===== src/rtl/dbm_pkg.sv =====
// package: register map, field positions, carrier types and helper functions of the dma mux block
package dbm_pkg;

   localparam int NCH    = 4;
   localparam int PTR_W  = 18;
   localparam int DATA_W = 16;
   localparam int RGA_W  = 8;

   // register address bus codes (processor address bits 8..1)
   localparam logic [RGA_W-1:0] RA_PTR_HI   = 8'h20;
   localparam logic [RGA_W-1:0] RA_PTR_LO   = 8'h21;
   localparam logic [RGA_W-1:0] RA_CON0     = 8'h28;
   localparam logic [RGA_W-1:0] RA_CON1     = 8'h29;
   localparam logic [RGA_W-1:0] RA_FWM      = 8'h2a;
   localparam logic [RGA_W-1:0] RA_LWM      = 8'h2b;
   localparam logic [RGA_W-1:0] RA_SIZE     = 8'h2c;
   localparam logic [RGA_W-1:0] RA_MOD      = 8'h30;
   localparam logic [RGA_W-1:0] RA_DAT      = 8'h38;
   localparam logic [RGA_W-1:0] RA_DDAT     = 8'h3b;
   localparam logic [RGA_W-1:0] RA_AUD_HI   = 8'h50;
   localparam logic [RGA_W-1:0] RA_AUD_LO   = 8'h51;
   localparam logic [RGA_W-1:0] RA_PAIR     = 8'h02;
   localparam logic [RGA_W-1:0] RA_SINGLE   = 8'h01;
   localparam logic [RGA_W-1:0] RA_IDLE     = 8'hff;

   // pointer split: high word holds bits 17..15, low word bits 14..0 in data bits 15..1
   localparam int PTR_SPLIT = 15;
   localparam int PTR_HI_W  = 3;

   // first control register fields
   localparam int CON0_ASH_HI = 15;
   localparam int CON0_ASH_LO = 12;
   localparam int CON0_USE_A  = 11;
   localparam int CON0_USE_D  = 8;
   localparam int CON0_LF_HI  = 7;
   localparam int CON0_LF_LO  = 0;
   // second control register fields
   localparam int CON1_BSH_HI = 15;
   localparam int CON1_BSH_LO = 12;
   localparam int CON1_EFE    = 4;
   localparam int CON1_IFE    = 3;
   localparam int CON1_FCI    = 2;
   localparam int CON1_DESCENDING_ADDR   = 1;
   localparam int CON1_LINE   = 0;
   // size register fields
   localparam int SIZE_H_HI = 15;
   localparam int SIZE_H_LO = 6;
   localparam int SIZE_W_HI = 5;
   localparam int SIZE_W_LO = 0;

   localparam logic [DATA_W-1:0] ALL_ONES = 16'hffff;
   localparam logic [6:0]        W_FULL   = 7'h40;
   localparam logic [10:0]       H_FULL   = 11'h400;

   localparam logic [1:0] CH_A = 2'h0;
   localparam logic [1:0] CH_B = 2'h1;
   localparam logic [1:0] CH_C = 2'h2;
   localparam logic [1:0] CH_D = 2'h3;
   localparam logic [1:0] FIFO_DEPTH = 2'h2;

   typedef enum logic [2:0] {
      ST_IDLE    = 3'b000,
      ST_FETCH_A = 3'b001,
      ST_FETCH_B = 3'b010,
      ST_FETCH_C = 3'b011,
      ST_COMPUTE = 3'b100
   } dbm_fsm_t;

   typedef struct packed {
      logic              cpu_addr_strobe_n;
      logic              register_enable_n;
      logic              cpu_rw_in;
      logic [RGA_W-1:0]  addr;
      logic [DATA_W-1:0] data;
   } dbm_cpu_t;

   typedef struct packed {
      logic              valid;
      logic              refresh;
      logic              write;
      logic [PTR_W-1:0]  addr;
      logic [RGA_W-1:0]  register_addr_bus;
   } dbm_dma_req_t;

   typedef struct packed {
      logic              bus_request_n;
      logic              row_strobe_first_n;
      logic              row_strobe_second_n;
      logic              column_strobe_upper_n;
      logic              column_strobe_lower_n;
      logic [PTR_W-1:0]  memory_addr_bus;
      logic [DATA_W-1:0] data;
      logic              data_oe;
   } dbm_ram_t;

   typedef struct packed {
      logic [DATA_W-1:0] data;
      logic [PTR_W-1:0]  addr;
   } dbm_word_t;

   typedef struct packed {
      dbm_ram_t                     ram;
      logic [RGA_W-1:0]             register_addr_bus;
      logic                         register_rw_out;
      logic [DATA_W-1:0]            cpu_dout;
      logic                         cpu_doe;
      logic                         cpu_done;
      logic                         busy;
      logic [NCH-1:0][PTR_W-1:0]    aud_loc;
      logic [NCH-1:0][PTR_W-1:0]    ptr;
      logic [NCH-1:0][DATA_W-1:0]   modu;
      logic [2:0][DATA_W-1:0]       dat;
      logic [DATA_W-1:0]            fwm;
      logic [DATA_W-1:0]            lwm;
      logic [DATA_W-1:0]            ddat;
      logic [DATA_W-1:0]            con0;
      logic [DATA_W-1:0]            con1;
      logic [DATA_W-1:0]            prev_a;
      logic [DATA_W-1:0]            prev_b;
      logic                         fill_c;
      logic                         cap_valid;
      logic [1:0]                   cap_sel;
      dbm_fsm_t                     fsm;
      logic [6:0]                   word_cnt;
      logic [6:0]                   width;
      logic [10:0]                  line_cnt;
      logic [10:0]                  lines;
      dbm_word_t [1:0]              fifo;
      logic [1:0]                   fifo_cnt;
      logic                         fifo_wr;
      logic                         fifo_rd;
   } dbm_st_t;

   function automatic logic [RGA_W-1:0] reg_code(input logic [RGA_W-1:0] base, input logic [RGA_W-1:0] step,
                                                 input int x);
      return base + step * RGA_W'(x);
   endfunction

   function automatic logic [PTR_W-1:0] ptr_move(input logic [PTR_W-1:0] p, input logic inc,
                                                 input logic [DATA_W-1:0] m, input logic use_mod,
                                                 input logic descending_addr);
      logic [PTR_W-1:0] d;
      d = {{(PTR_W-1){1'b0}}, inc} + (use_mod ? {{PTR_HI_W{m[DATA_W-1]}}, m[DATA_W-1:1]} : {PTR_W{1'b0}});
      return descending_addr ? p - d : p + d;
   endfunction

   function automatic logic [DATA_W-1:0] shift_word(input logic [DATA_W-1:0] cur, input logic [DATA_W-1:0] prev,
                                                    input logic [3:0] sh, input logic descending_addr);
      logic [2*DATA_W-1:0] t;
      t = descending_addr ? ({cur, prev} << sh) : ({prev, cur} >> sh);
      return descending_addr ? t[2*DATA_W-1:DATA_W] : t[DATA_W-1:0];
   endfunction

   function automatic logic [DATA_W-1:0] minterm(input logic [7:0] lf, input logic [DATA_W-1:0] a,
                                                 input logic [DATA_W-1:0] b, input logic [DATA_W-1:0] c);
      logic [DATA_W-1:0] o;
      o = '0;
      for (int i = 0; i < DATA_W; i++) begin
         o[i] = lf[{a[i], b[i], c[i]}];
      end
      return o;
   endfunction

   function automatic logic [DATA_W:0] fill_word(input logic [DATA_W-1:0] w, input logic c_in, input logic excl);
      logic              c;
      logic [DATA_W-1:0] o;
      c = c_in;
      o = '0;
      for (int i = 0; i < DATA_W; i++) begin
         c    = c ^ w[i];
         o[i] = excl ? c : (c | w[i]);
      end
      return {c, o};
   endfunction

endpackage


===== src/rtl/dbm_top.sv =====
// dma bus multiplexer with block transfer register set and sequencer
`timescale 1ns/1ps

module dbm_top
   import dbm_pkg::*;
(
   // clock and reset
   input  wire logic         SYS_CLK_I,
   input  wire logic         RST_I,
   // processor register port
   input  wire dbm_cpu_t     CPU_I,
   output logic [DATA_W-1:0] CPU_DATA_O,
   output logic              CPU_DATA_OE_O,
   // dma slot request from other controllers
   input  wire dbm_dma_req_t DMA_REQ_I,
   // ram side
   input  wire logic [DATA_W-1:0] RAM_DATA_I,
   input  wire logic         RAM_WR_READY_I,
   output dbm_ram_t          RAM_O,
   // register address bus
   output logic [RGA_W-1:0]  REGISTER_ADDR_BUS_O,
   output logic              REGISTER_RW_OUT_O,
   // status
   output logic              BLIT_BUSY_O
);

   dbm_st_t st;
   dbm_st_t next_st;

   ////////////////////////////////////////////////////////////////////////////
   always_comb begin
      logic              ext;
      logic              drain;
      logic              fetch;
      logic              want;
      logic              cpu_req;
      logic              cpu_go;
      logic              push;
      logic              descending_addr;
      logic              last;
      logic [1:0]        ch;
      logic [DATA_W-1:0] a_m;
      logic [DATA_W-1:0] sa;
      logic [DATA_W-1:0] sb;
      logic [DATA_W-1:0] res;
      logic [DATA_W-1:0] rd;
      logic [DATA_W-1:0] wd;
      logic [RGA_W-1:0]  ra;
      logic [DATA_W:0]   fo;
      ext     = DMA_REQ_I.valid;
      drain   = 1'b0;
      fetch   = 1'b0;
      want    = 1'b0;
      cpu_req = !CPU_I.cpu_addr_strobe_n && !CPU_I.register_enable_n;
      cpu_go  = 1'b0;
      push    = 1'b0;
      descending_addr    = st.con1[CON1_DESCENDING_ADDR];
      last    = 1'b0;
      ch      = st.fsm[1:0] - 2'h1;
      a_m     = '0;
      sa      = '0;
      sb      = '0;
      res     = '0;
      rd      = '0;
      wd      = CPU_I.data;
      ra      = CPU_I.addr;
      fo      = '0;
      next_st = st;

      // idle bus outputs
      next_st.ram.bus_request_n         = 1'b1;
      next_st.ram.row_strobe_first_n    = 1'b1;
      next_st.ram.row_strobe_second_n   = 1'b1;
      next_st.ram.column_strobe_upper_n = 1'b1;
      next_st.ram.column_strobe_lower_n = 1'b1;
      next_st.ram.memory_addr_bus       = '0;
      next_st.ram.data                  = '0;
      next_st.ram.data_oe               = 1'b0;
      next_st.register_addr_bus                       = RA_IDLE;
      next_st.register_rw_out                       = 1'b1;

      // slot arbitration: other controllers, then result write, then source fetch, then processor
      drain = !ext && (st.fifo_cnt != 2'h0) && RAM_WR_READY_I;
      if ((st.fsm == ST_FETCH_A) || (st.fsm == ST_FETCH_B) || (st.fsm == ST_FETCH_C)) begin
         want = st.con0[CON0_USE_A - int'(ch)];
      end
      fetch  = want && !ext && !drain;
      cpu_go = cpu_req && !st.cpu_done && !ext && !drain && !fetch;

      if (ext) begin
         next_st.ram.bus_request_n         = 1'b0;
         next_st.ram.memory_addr_bus       = DMA_REQ_I.addr;
         next_st.ram.row_strobe_first_n    = 1'b0;
         next_st.ram.row_strobe_second_n   = !DMA_REQ_I.refresh;
         next_st.ram.column_strobe_upper_n = DMA_REQ_I.refresh;
         next_st.ram.column_strobe_lower_n = DMA_REQ_I.refresh;
         next_st.register_addr_bus                       = DMA_REQ_I.register_addr_bus;
         next_st.register_rw_out                       = !DMA_REQ_I.write;
      end else if (drain || fetch) begin
         next_st.ram.bus_request_n         = 1'b0;
         next_st.ram.row_strobe_first_n    = 1'b0;
         next_st.ram.column_strobe_upper_n = 1'b0;
         next_st.ram.column_strobe_lower_n = 1'b0;
         if (drain) begin
            next_st.ram.memory_addr_bus = st.fifo[st.fifo_rd].addr;
            next_st.ram.data            = st.fifo[st.fifo_rd].data;
            next_st.ram.data_oe         = 1'b1;
            next_st.register_addr_bus                 = RA_DDAT;
            next_st.register_rw_out                 = 1'b0;
         end else begin
            next_st.ram.memory_addr_bus = st.ptr[ch];
            next_st.register_addr_bus                 = reg_code(RA_DAT, RA_SINGLE, int'(ch));
            next_st.ptr[ch]             = ptr_move(st.ptr[ch], 1'b1, '0, 1'b0, descending_addr);
         end
      end else if (cpu_go) begin
         next_st.register_addr_bus = CPU_I.addr;
         next_st.register_rw_out = CPU_I.cpu_rw_in;
      end

      // fetched word arrives one cycle after its slot
      if (st.cap_valid) begin
         next_st.dat[st.cap_sel] = RAM_DATA_I;
      end
      next_st.cap_valid = fetch;
      next_st.cap_sel   = ch;

      // result buffer drain
      if (drain) begin
         next_st.fifo_rd = !st.fifo_rd;
      end

      // transfer sequencer
      case (st.fsm)
         ST_IDLE: begin
         end
         ST_FETCH_A, ST_FETCH_B, ST_FETCH_C: begin
            if (!want || fetch) begin
               next_st.fsm = (st.fsm == ST_FETCH_C) ? ST_COMPUTE : dbm_fsm_t'(st.fsm + 3'b001);
            end
         end
         ST_COMPUTE: begin
            if (!st.cap_valid && (st.fifo_cnt != FIFO_DEPTH)) begin
               last = (st.word_cnt == st.width - 7'h01);
               a_m  = st.dat[CH_A];
               if (st.word_cnt == 7'h00) begin
                  a_m = a_m & st.fwm;
               end
               if (last) begin
                  a_m = a_m & st.lwm;
               end
               sa  = shift_word(a_m, st.prev_a, st.con0[CON0_ASH_HI:CON0_ASH_LO], descending_addr);
               sb  = shift_word(st.dat[CH_B], st.prev_b, st.con1[CON1_BSH_HI:CON1_BSH_LO], descending_addr);
               res = minterm(st.con0[CON0_LF_HI:CON0_LF_LO], sa, sb, st.dat[CH_C]);
               fo  = fill_word(res, st.fill_c, st.con1[CON1_EFE]);
               if (st.con1[CON1_EFE] || st.con1[CON1_IFE]) begin
                  res = fo[DATA_W-1:0];
               end
               next_st.fill_c = fo[DATA_W];
               next_st.prev_a = a_m;
               next_st.prev_b = st.dat[CH_B];
               next_st.ddat   = res;
               if (st.con0[CON0_USE_D]) begin
                  push                    = 1'b1;
                  next_st.fifo[st.fifo_wr] = '{data: res, addr: st.ptr[CH_D]};
                  next_st.fifo_wr          = !st.fifo_wr;
                  next_st.ptr[CH_D] = ptr_move(st.ptr[CH_D], 1'b1, st.modu[CH_D], last, descending_addr);
               end
               if (last) begin
                  for (int x = 0; x < NCH - 1; x++) begin
                     if (st.con0[CON0_USE_A - x]) begin
                        next_st.ptr[x] = ptr_move(st.ptr[x], 1'b0, st.modu[x], 1'b1, descending_addr);
                     end
                  end
                  next_st.word_cnt = '0;
                  next_st.fill_c   = st.con1[CON1_FCI];
                  next_st.line_cnt = st.line_cnt + 11'h001;
                  next_st.fsm      = (st.line_cnt == st.lines - 11'h001) ? ST_IDLE : ST_FETCH_A;
               end else begin
                  next_st.word_cnt = st.word_cnt + 7'h01;
                  next_st.fsm      = ST_FETCH_A;
               end
            end
         end
         default: begin
            next_st.fsm = ST_IDLE;
         end
      endcase

      if (push && !drain) begin
         next_st.fifo_cnt = st.fifo_cnt + 2'h1;
      end else if (drain && !push) begin
         next_st.fifo_cnt = st.fifo_cnt - 2'h1;
      end

      // processor register read and write
      for (int x = 0; x < NCH; x++) begin
         if (ra == reg_code(RA_AUD_HI, RA_PAIR, x)) begin
            rd = {{(DATA_W-PTR_HI_W){1'b0}}, st.aud_loc[x][PTR_W-1:PTR_SPLIT]};
         end
         if (ra == reg_code(RA_AUD_LO, RA_PAIR, x)) begin
            rd = {st.aud_loc[x][PTR_SPLIT-1:0], 1'b0};
         end
         if (ra == reg_code(RA_PTR_HI, RA_PAIR, x)) begin
            rd = {{(DATA_W-PTR_HI_W){1'b0}}, st.ptr[x][PTR_W-1:PTR_SPLIT]};
         end
         if (ra == reg_code(RA_PTR_LO, RA_PAIR, x)) begin
            rd = {st.ptr[x][PTR_SPLIT-1:0], 1'b0};
         end
         if (ra == reg_code(RA_MOD, RA_SINGLE, x)) begin
            rd = st.modu[x];
         end
         if ((x < NCH - 1) && (ra == reg_code(RA_DAT, RA_SINGLE, x))) begin
            rd = st.dat[x];
         end
      end
      case (ra)
         RA_CON0: rd = st.con0;
         RA_CON1: rd = st.con1;
         RA_FWM:  rd = st.fwm;
         RA_LWM:  rd = st.lwm;
         default: begin
         end
      endcase

      if (cpu_go && !CPU_I.cpu_rw_in) begin
         for (int x = 0; x < NCH; x++) begin
            if (ra == reg_code(RA_AUD_HI, RA_PAIR, x)) begin
               next_st.aud_loc[x][PTR_W-1:PTR_SPLIT] = wd[PTR_HI_W-1:0];
            end
            if (ra == reg_code(RA_AUD_LO, RA_PAIR, x)) begin
               next_st.aud_loc[x][PTR_SPLIT-1:0] = wd[DATA_W-1:1];
            end
            if (ra == reg_code(RA_PTR_HI, RA_PAIR, x)) begin
               next_st.ptr[x][PTR_W-1:PTR_SPLIT] = wd[PTR_HI_W-1:0];
            end
            if (ra == reg_code(RA_PTR_LO, RA_PAIR, x)) begin
               next_st.ptr[x][PTR_SPLIT-1:0] = wd[DATA_W-1:1];
            end
            if (ra == reg_code(RA_MOD, RA_SINGLE, x)) begin
               next_st.modu[x] = wd;
            end
            if ((x < NCH - 1) && (ra == reg_code(RA_DAT, RA_SINGLE, x))) begin
               next_st.dat[x] = wd;
            end
         end
         case (ra)
            RA_CON0: next_st.con0 = wd;
            RA_CON1: next_st.con1 = wd;
            RA_FWM:  next_st.fwm  = wd;
            RA_LWM:  next_st.lwm  = wd;
            RA_DDAT: next_st.ddat = wd;
            RA_SIZE: begin
               if (!st.busy && !st.con1[CON1_LINE]) begin
                  next_st.width    = (wd[SIZE_W_HI:SIZE_W_LO] == '0) ? W_FULL : {1'b0, wd[SIZE_W_HI:SIZE_W_LO]};
                  next_st.lines    = (wd[SIZE_H_HI:SIZE_H_LO] == '0) ? H_FULL : {1'b0, wd[SIZE_H_HI:SIZE_H_LO]};
                  next_st.word_cnt = '0;
                  next_st.line_cnt = '0;
                  next_st.prev_a   = '0;
                  next_st.prev_b   = '0;
                  next_st.fill_c   = st.con1[CON1_FCI];
                  next_st.fsm      = ST_FETCH_A;
               end
            end
            default: begin
            end
         endcase
      end

      // read data stands while the strobes stay low
      if (cpu_go && CPU_I.cpu_rw_in) begin
         next_st.cpu_dout = rd;
      end
      next_st.cpu_doe  = cpu_req && CPU_I.cpu_rw_in && (st.cpu_done || cpu_go);
      next_st.cpu_done = cpu_req && (st.cpu_done || cpu_go);
      if (!cpu_req) begin
         next_st.cpu_dout = '0;
      end
      next_st.busy = (next_st.fsm != ST_IDLE) || (next_st.fifo_cnt != 2'h0);
   end

   ////////////////////////////////////////////////////////////////////////////
   always_ff @(posedge SYS_CLK_I) begin
      if (RST_I) begin
         st                           <= '0;
         st.ram.bus_request_n         <= 1'b1;
         st.ram.row_strobe_first_n    <= 1'b1;
         st.ram.row_strobe_second_n   <= 1'b1;
         st.ram.column_strobe_upper_n <= 1'b1;
         st.ram.column_strobe_lower_n <= 1'b1;
         st.register_addr_bus                       <= RA_IDLE;
         st.register_rw_out                       <= 1'b1;
         st.fwm                       <= ALL_ONES;
         st.lwm                       <= ALL_ONES;
         st.width                     <= W_FULL;
         st.lines                     <= H_FULL;
      end else begin
         st <= next_st;
      end
   end

   ////////////////////////////////////////////////////////////////////////////
   assign RAM_O               = st.ram;
   assign REGISTER_ADDR_BUS_O = st.register_addr_bus;
   assign REGISTER_RW_OUT_O   = st.register_rw_out;
   assign CPU_DATA_O          = st.cpu_dout;
   assign CPU_DATA_OE_O       = st.cpu_doe;
   assign BLIT_BUSY_O         = st.busy;

endmodule


===== config.mk =====
export PLATFORM = sky130hd
export DESIGN_NAME = dbm_top
export DESIGN_NICKNAME = d
export VERILOG_FILES = /design/src/rtl/dbm_pkg.sv /design/src/rtl/dbm_top.sv
export SDC_FILE = /design/constraint.sdc
export NUM_CORES = 2
export LEC_CHECK = 0
export BUFFER_PORTS_ARGS = -buffer_cell sky130_fd_sc_hd__clkbuf_2
export CORE_UTILIZATION = 30
export CTS_CLUSTER_SIZE = 30
export DETAILED_ROUTE_END_ITERATION = 16
export MAX_ROUTING_LAYER = met4
export PLACE_DENSITY = 0.54
export SKIP_LAST_GASP = 1
export SLEW_MARGIN = 20
export SYNTH_ARGS = -nofsm -noshare
export SYNTH_HDL_FRONTEND = slang
export SYNTH_SLANG_ARGS = --single-unit

===== constraint.sdc =====
create_clock -name SYS_CLK_I -period 25.5 [get_ports SYS_CLK_I]
set_input_delay 5.1 -clock SYS_CLK_I [delete_from_list [all_inputs] [get_ports SYS_CLK_I]]
set_output_delay 5.1 -clock SYS_CLK_I [all_outputs]
set_load 0.005 [all_outputs]

=== Yosys cells after proc, flatten, opt, wreduce, memory -nomap -nowiden ===
Index checks and enable logic that the tools add are counted.

* Bitwise operators: 38
* Shifts and indexed selects: 4
* Reduce and logical (&&, ||, !) cells: 74
* Mux-type cells: 178
* Add/sub/neg operators: 21
* Order comparisons: 24
* Multipliers: 0
* Divide/modulo/power cells: 0
* Eq/ne operators: 36

{| class="wikitable"
|+ Operators by type and width
! operator !! count
|-
| 16-bit two-way mux || 48
|-
| 72-bit two-way mux || 5
|-
| 297-bit two-way mux || 1
|-
| 18-bit two-way mux || 13
|-
| 8-bit by 6-bit == test with 1-bit output (second input constant) || 21
|-
| 33-bit two-way mux || 4
|-
| 39-bit two-way mux || 3
|-
| 34-bit two-way mux || 3
|-
| 18-bit adder || 4
|-
| 72-bit bitwise mux || 1
|-
| 18-bit subtractor || 4
|-
| 68-bit bitwise mux || 1
|-
| 8-bit by 7-bit == test with 1-bit output (second input constant) || 8
|-
| 3-bit by 4-bit less-than comparator with 1-bit output (second input constant) || 16
|-
| 32-bit two-way mux || 2
|-
| 16-bit case mux with 4 select lines || 1
|-
| 32-bit by 4-bit << shifter with 32-bit output || 2
|-
| 32-bit by 4-bit >> shifter with 32-bit output || 2
|-
| 15-bit two-way mux || 4
|-
| 54-bit two-way mux || 1
|-
| 1-bit binary-select mux with 3-bit select || 16
|-
| 48-bit bitwise mux || 1
|-
| 48-bit two-way mux || 1
|-
| 11-bit two-way mux || 4
|-
| other kinds (57) || 209
|}

* Memories kept: 0
* Output and inout bits: 67
* Bits in latches: 0
* RAM bits: 0
* Input port bits: 75
* ROM bits: 0
* Flip-flop bits (word level): 551

=== Depth between registers and ports, before layout ===
* Depth in word-level cells: 38
* Mapped depth: 47
* Gate-level depth less buffers: 44

=== Worst setup path before layout ===
OpenSTA, ideal clock, no wires.

* Kind: register to register
* Start: register st[94] in the netlist's numbering
* End: register st[114] in the netlist's numbering
* Arrival time: 8,602 ps
* Period minus slack after synthesis: 8,740 ps
* Data required time: 25,363 ps
* Setup slack: 16,760 ps
* Stages on the path, launching flop included: 47
* Cell sequence: dfxtp_1 > inv_1 > ha_1 > xnor2_1 > xnor2_1 > clkbuf_1 > a211oi_4 > buf_6 > a31oi_1 > mux2i_1 > mux4_2 > a221oi_1 > mux2i_1 > ha_1 > inv_1 > ha_1 > inv_1 > ha_1 > [... 11 more ...] > ha_1 > inv_1 > ha_1 > inv_1 > ha_1 > inv_1 > ha_1 > inv_1 > ha_1 > inv_1 > ha_1 > inv_1 > ha_1 > inv_1 > ha_1 > or3_1 > o21ai_0 > a211oi_1

* Cells in the longest elaborated chain, start to end: 32
* Elaborated cells on any way between the ends: 63

{| class="wikitable"
|+ Ends and longest elaborated chain
! element !! RTL line !! text
|-
| from (decl) || dbm_top.sv:27 || <nowiki>dbm_st_t st;</nowiki>
|-
| from (signal assigned) || dbm_top.sv:297 || <nowiki>st <= next_st;</nowiki>
|-
| 7-bit by 1-bit subtractor with 7-bit output * || dbm_top.sv:143 || <nowiki>last = (st.word_cnt == st.width - 7'h01);</nowiki>
|-
| 7-bit == test * || dbm_top.sv:143 ||
|-
| 16-bit two-way mux || dbm_top.sv:148 || <nowiki>if (last) begin</nowiki>
|-
| 16-bit two-way mux || dbm_top.sv:142 || <nowiki>if (!st.cap_valid && (st.fifo_cnt != FIFO_DEPTH)) begin</nowiki>
|-
| 16-bit two-way mux || dbm_top.sv:133 || <nowiki>case (st.fsm)</nowiki>
|-
| 32-bit by 4-bit >> shifter with 32-bit output or 32-bit by 4-bit << shifter with 32-bit output (tied branches) || dbm_pkg.sv:150 || <nowiki>t = descending_addr ? ({cur, prev} << sh) : ({prev, cur} >> sh);</nowiki>
|-
| 32-bit two-way mux || dbm_pkg.sv:150 ||
|-
| 16-bit two-way mux || dbm_pkg.sv:151 || <nowiki>return descending_addr ? t[2*DATA_W-1:DATA_W] : t[DATA_W-1:0];</nowiki>
|-
| 1-bit binary-select mux with 3-bit select || dbm_pkg.sv:159 || <nowiki>o[i] = lf[{a[i], b[i], c[i]}];</nowiki>
|-
| 1-bit two-way mux (not written as such) || dbm_pkg.sv:159 ||
|-
| 1-bit XOR (16 in a row) || dbm_pkg.sv:170 || <nowiki>c = c ^ w[i];</nowiki>
|-
| 1-bit two-way mux * || dbm_top.sv:168 || <nowiki>if (last) begin</nowiki>
|-
| 33-bit two-way mux * || dbm_top.sv:142 ||
|-
| 33-bit two-way mux * || dbm_top.sv:133 ||
|-
| 33-bit two-way mux || dbm_top.sv:253 || <nowiki>if (!st.busy && !st.con1[CON1_LINE]) begin</nowiki>
|-
| 33-bit two-way mux || dbm_top.sv:246 || <nowiki>case (ra)</nowiki>
|-
| 297-bit two-way mux * || dbm_top.sv:225 || <nowiki>if (cpu_go && !CPU_I.cpu_rw_in) begin</nowiki>
|}

Mark *: on every way between the ends. The rest lies on a longest branch, timed or not. The select of a mux whose other input is x is not followed.
A chain may end at the register's enable or synchronous reset.

=== Worst setup path in the final report ===
* Start: register st[96] in the netlist's numbering
* End: register st[114] in the netlist's numbering

Same word-level chain as after synthesis.

==> metrics <==
r2r setup slk 15.47 ns; mean number of vias per cell 5.98; Tcrit/Tclk final 39.3%; Hold-fix buffers, CTS 0; number of synthesized register bits 533; Period minus WS final 10.03 ns; Crit Path Max Fanout 11; Synth Net Count 5,012; Post-synth EDFFs 0; num ports 142; P_sw 503 uW; worst-skew pair later-pin latency 0.64 ns; grt ovf 0; Slew Limit Fails 0; num rows 129; Synth async-reset ratio 0%; fmax 99.7 MHz; CP arrival 10.51 ns; Post-Syn Area 37,400 um^2; Area growth, synth to finish 10.8%; initial antenna violation count 11; CP max stage cell a2111oi_0; Num CTS Buffers 69; CTS tree done; dominant synthesized flop cell dfxtp_1; final hold violations 0; drt first pass iters 7; IO buf count 141; Mapped Cells 4,815; width of the chip 355 um; YS warnings 0; Clock transition at path regs 0.06 ns; FF-to-FF End st[114]; # H-tree levels 3; status finished, final reports clean; switching share of power 25.0%; Clk pwr share 52.7%; Detailed Place HPWL 124,000 um; WP data required 25.98 ns; initial core utilization 30.2%; setup bufs post-CTS 0; internal power 1510 uW; Comb power frac 5.4%; sequential element share of the synthesized area 28.6%; commonest non-fill, non-tap cell in the layout nand2_1; MaxCap Viol Count 0; maximum vdd ir drop 0.0430 mV; gpl congestion 1.02; relative slew slack 17.4%; Core Area 124,000 um^2; DRC Markers 0; Slew @ Worst Pin 1.24 ns; final core occ 33.5%; sequential group share of total power 41.9%; most frequent cells in the layout nand2_1, a21oi_1, dfxtp_1, nor2_1, mux2i_1; global-route wire length before repair 246,000 um; chip height 355 um; skew final 0.0249 ns; ANT nets after route 0; worst r2r path cells 42; final WL 173,000 um; initial drt markers 4,872; syn avg cell area 7.76 um^2; setup_tns 0 ns; Worst Hold Class reg2reg; clk buf depth 3; biggest cell delay along the critical path 0.92 ns; Critical Path Sink Type flip-flop; maximum number of pins on one net before global-route repair 83; layout cells sized above 1 11.6%; kind of critical path reg2reg; crit path launch st[96]; Vias 38,000; DIE AREA 126,000 um^2; Layout Nets 4,855; post-cts resize count 0; CP Launch Type flip-flop; DR WL/cell 27.2 um; Worst Setup EP st[114]; Leak Pwr 0.0145 uW; clock net sink count 533; GRT Overall Usage 27.2%; Worst R2R Start st[96]; post-synthesis cell type count 86; setup violators final 0; CP most frequent cell ha_1; Root Driver clkbuf_16; pwr/cell area 48.5 nW/um^2; RSZ-0062 raised after global routing false; number of global-route vias before repair 34,600
-- flip-flops by register name, indices dropped and copies added (netlist names) --
| register | cells |
|---|---|
| RAM_O | 38 |
| st | 468 |
| BLIT_BUSY_O | 1 |
| REGISTER_ADDR_BUS_O | 8 |
| REGISTER_RW_OUT_O | 1 |
| CPU_DATA_OE_O | 1 |
| CPU_DATA_O | 16 |
-- critical path: cells and delay by family (launching register included) --
kind	cells	cell delay, ns
AO/OA/AOI/OAI	8	3.19
adder cells (fa/ha/maj)	16	4.65
buffers and inverters	15	0.71
flip-flops	1	0.36
multiplexers	1	0.17
AND/OR/NAND/NOR	2	0.79
-- per-layer routing --
layer	GRT usage, %	wire length (um)
met2	40.5	75700
met3	4.91	16300
met5	-	0
met1	35.8	71900
met4	12.0	8770
-- power groups by stage --
stage               logic, uW  clock network (uW)  registers (uW)
floorplan                58.1                   0             857
global placement          107                   0             859
detailed placement        107                   0             859
CTS                       108                1080             841
global route              113                1110             840
finish                    109                1060             841
-- final cells by class --
| class | instances | area [um^2] |
|---|---|---|
| inverter | 82 | 308 |
| clock inverter | 19 | 287 |
| antenna | 4 | 10.0 |
| tap | 1637 | 2050 |
| timing repair buffer | 233 | 1410 |
| sequential | 533 | 10700 |
| multi-input combinational | 3739 | 24500 |
| fill | 13200 | 82300 |
| clock buffer | 106 | 2140 |
-- logic make-up (layout without fill, tap and decap cells) --
kind of cell	Yosys count	in the layout	synth area share, %
and+or+nand+nor	1737	1737	20.0
muxes	362	362	13.7
adders and majority gates	122	122	4.19
buffers and inverters	543	440	6.16
DFF	533	533	28.6
AOI/OAI and AO/OA	1346	1346	23.4
other	0	4	0
xor gates and xnor gates	172	172	4.03
-- stage by stage --
| stage | cell area (um^2) | setup slack [ns] | std cells | total power [uW] | hold WS [ns] |
|---|---|---|---|---|---|
| floorplan | 37400 | 16.76 | 4815 | 915 | 0.425 |
| global placement | 38900 | 15.70 | 6223 | 966 | 0.436 |
| detailed placement | 38900 | 15.62 | 6223 | 966 | 0.442 |
| CTS | 41300 | 15.59 | 6348 | 2020 | 0.454 |
| global route | 41400 | 14.65 | 6353 | 2060 | 0.469 |
| finish | 41400 | 15.47 | 6353 | 2010 | 0.452 |
-- worst min-delay path by stage --
stage,from,to,cells past startpoint
2_1_floorplan,st[38],st[38],2
3_3_place_gp,st[64],st[64],2
3_5_place_dp,st[58],st[58],2
4_1_cts,st[425],st[425],2
5_1_grt,st[425],st[425],2
6_report,st[63],st[63],2
-- synth_stat cells, drive strengths merged, types with 47 or more instances --
library cell / n / area (um^2)
o211ai: 98 / 736
a211oi: 116 / 883
xor2: 49 / 429
a21oi: 529 / 2650
o21ai: 191 / 956
clkbuf: 357 / 1340
buf: 104 / 652
nor3: 110 / 551
inv: 81 / 304
ha: 117 / 1460
mux4: 116 / 2610
a22oi: 47 / 353
dfxtp: 533 / 10700
nor2: 458 / 1720
mux2i: 218 / 2180
nand3: 130 / 651
xnor2: 123 / 1080
nand2: 812 / 3050
Note: power is estimated with default switching activity, not from simulation.
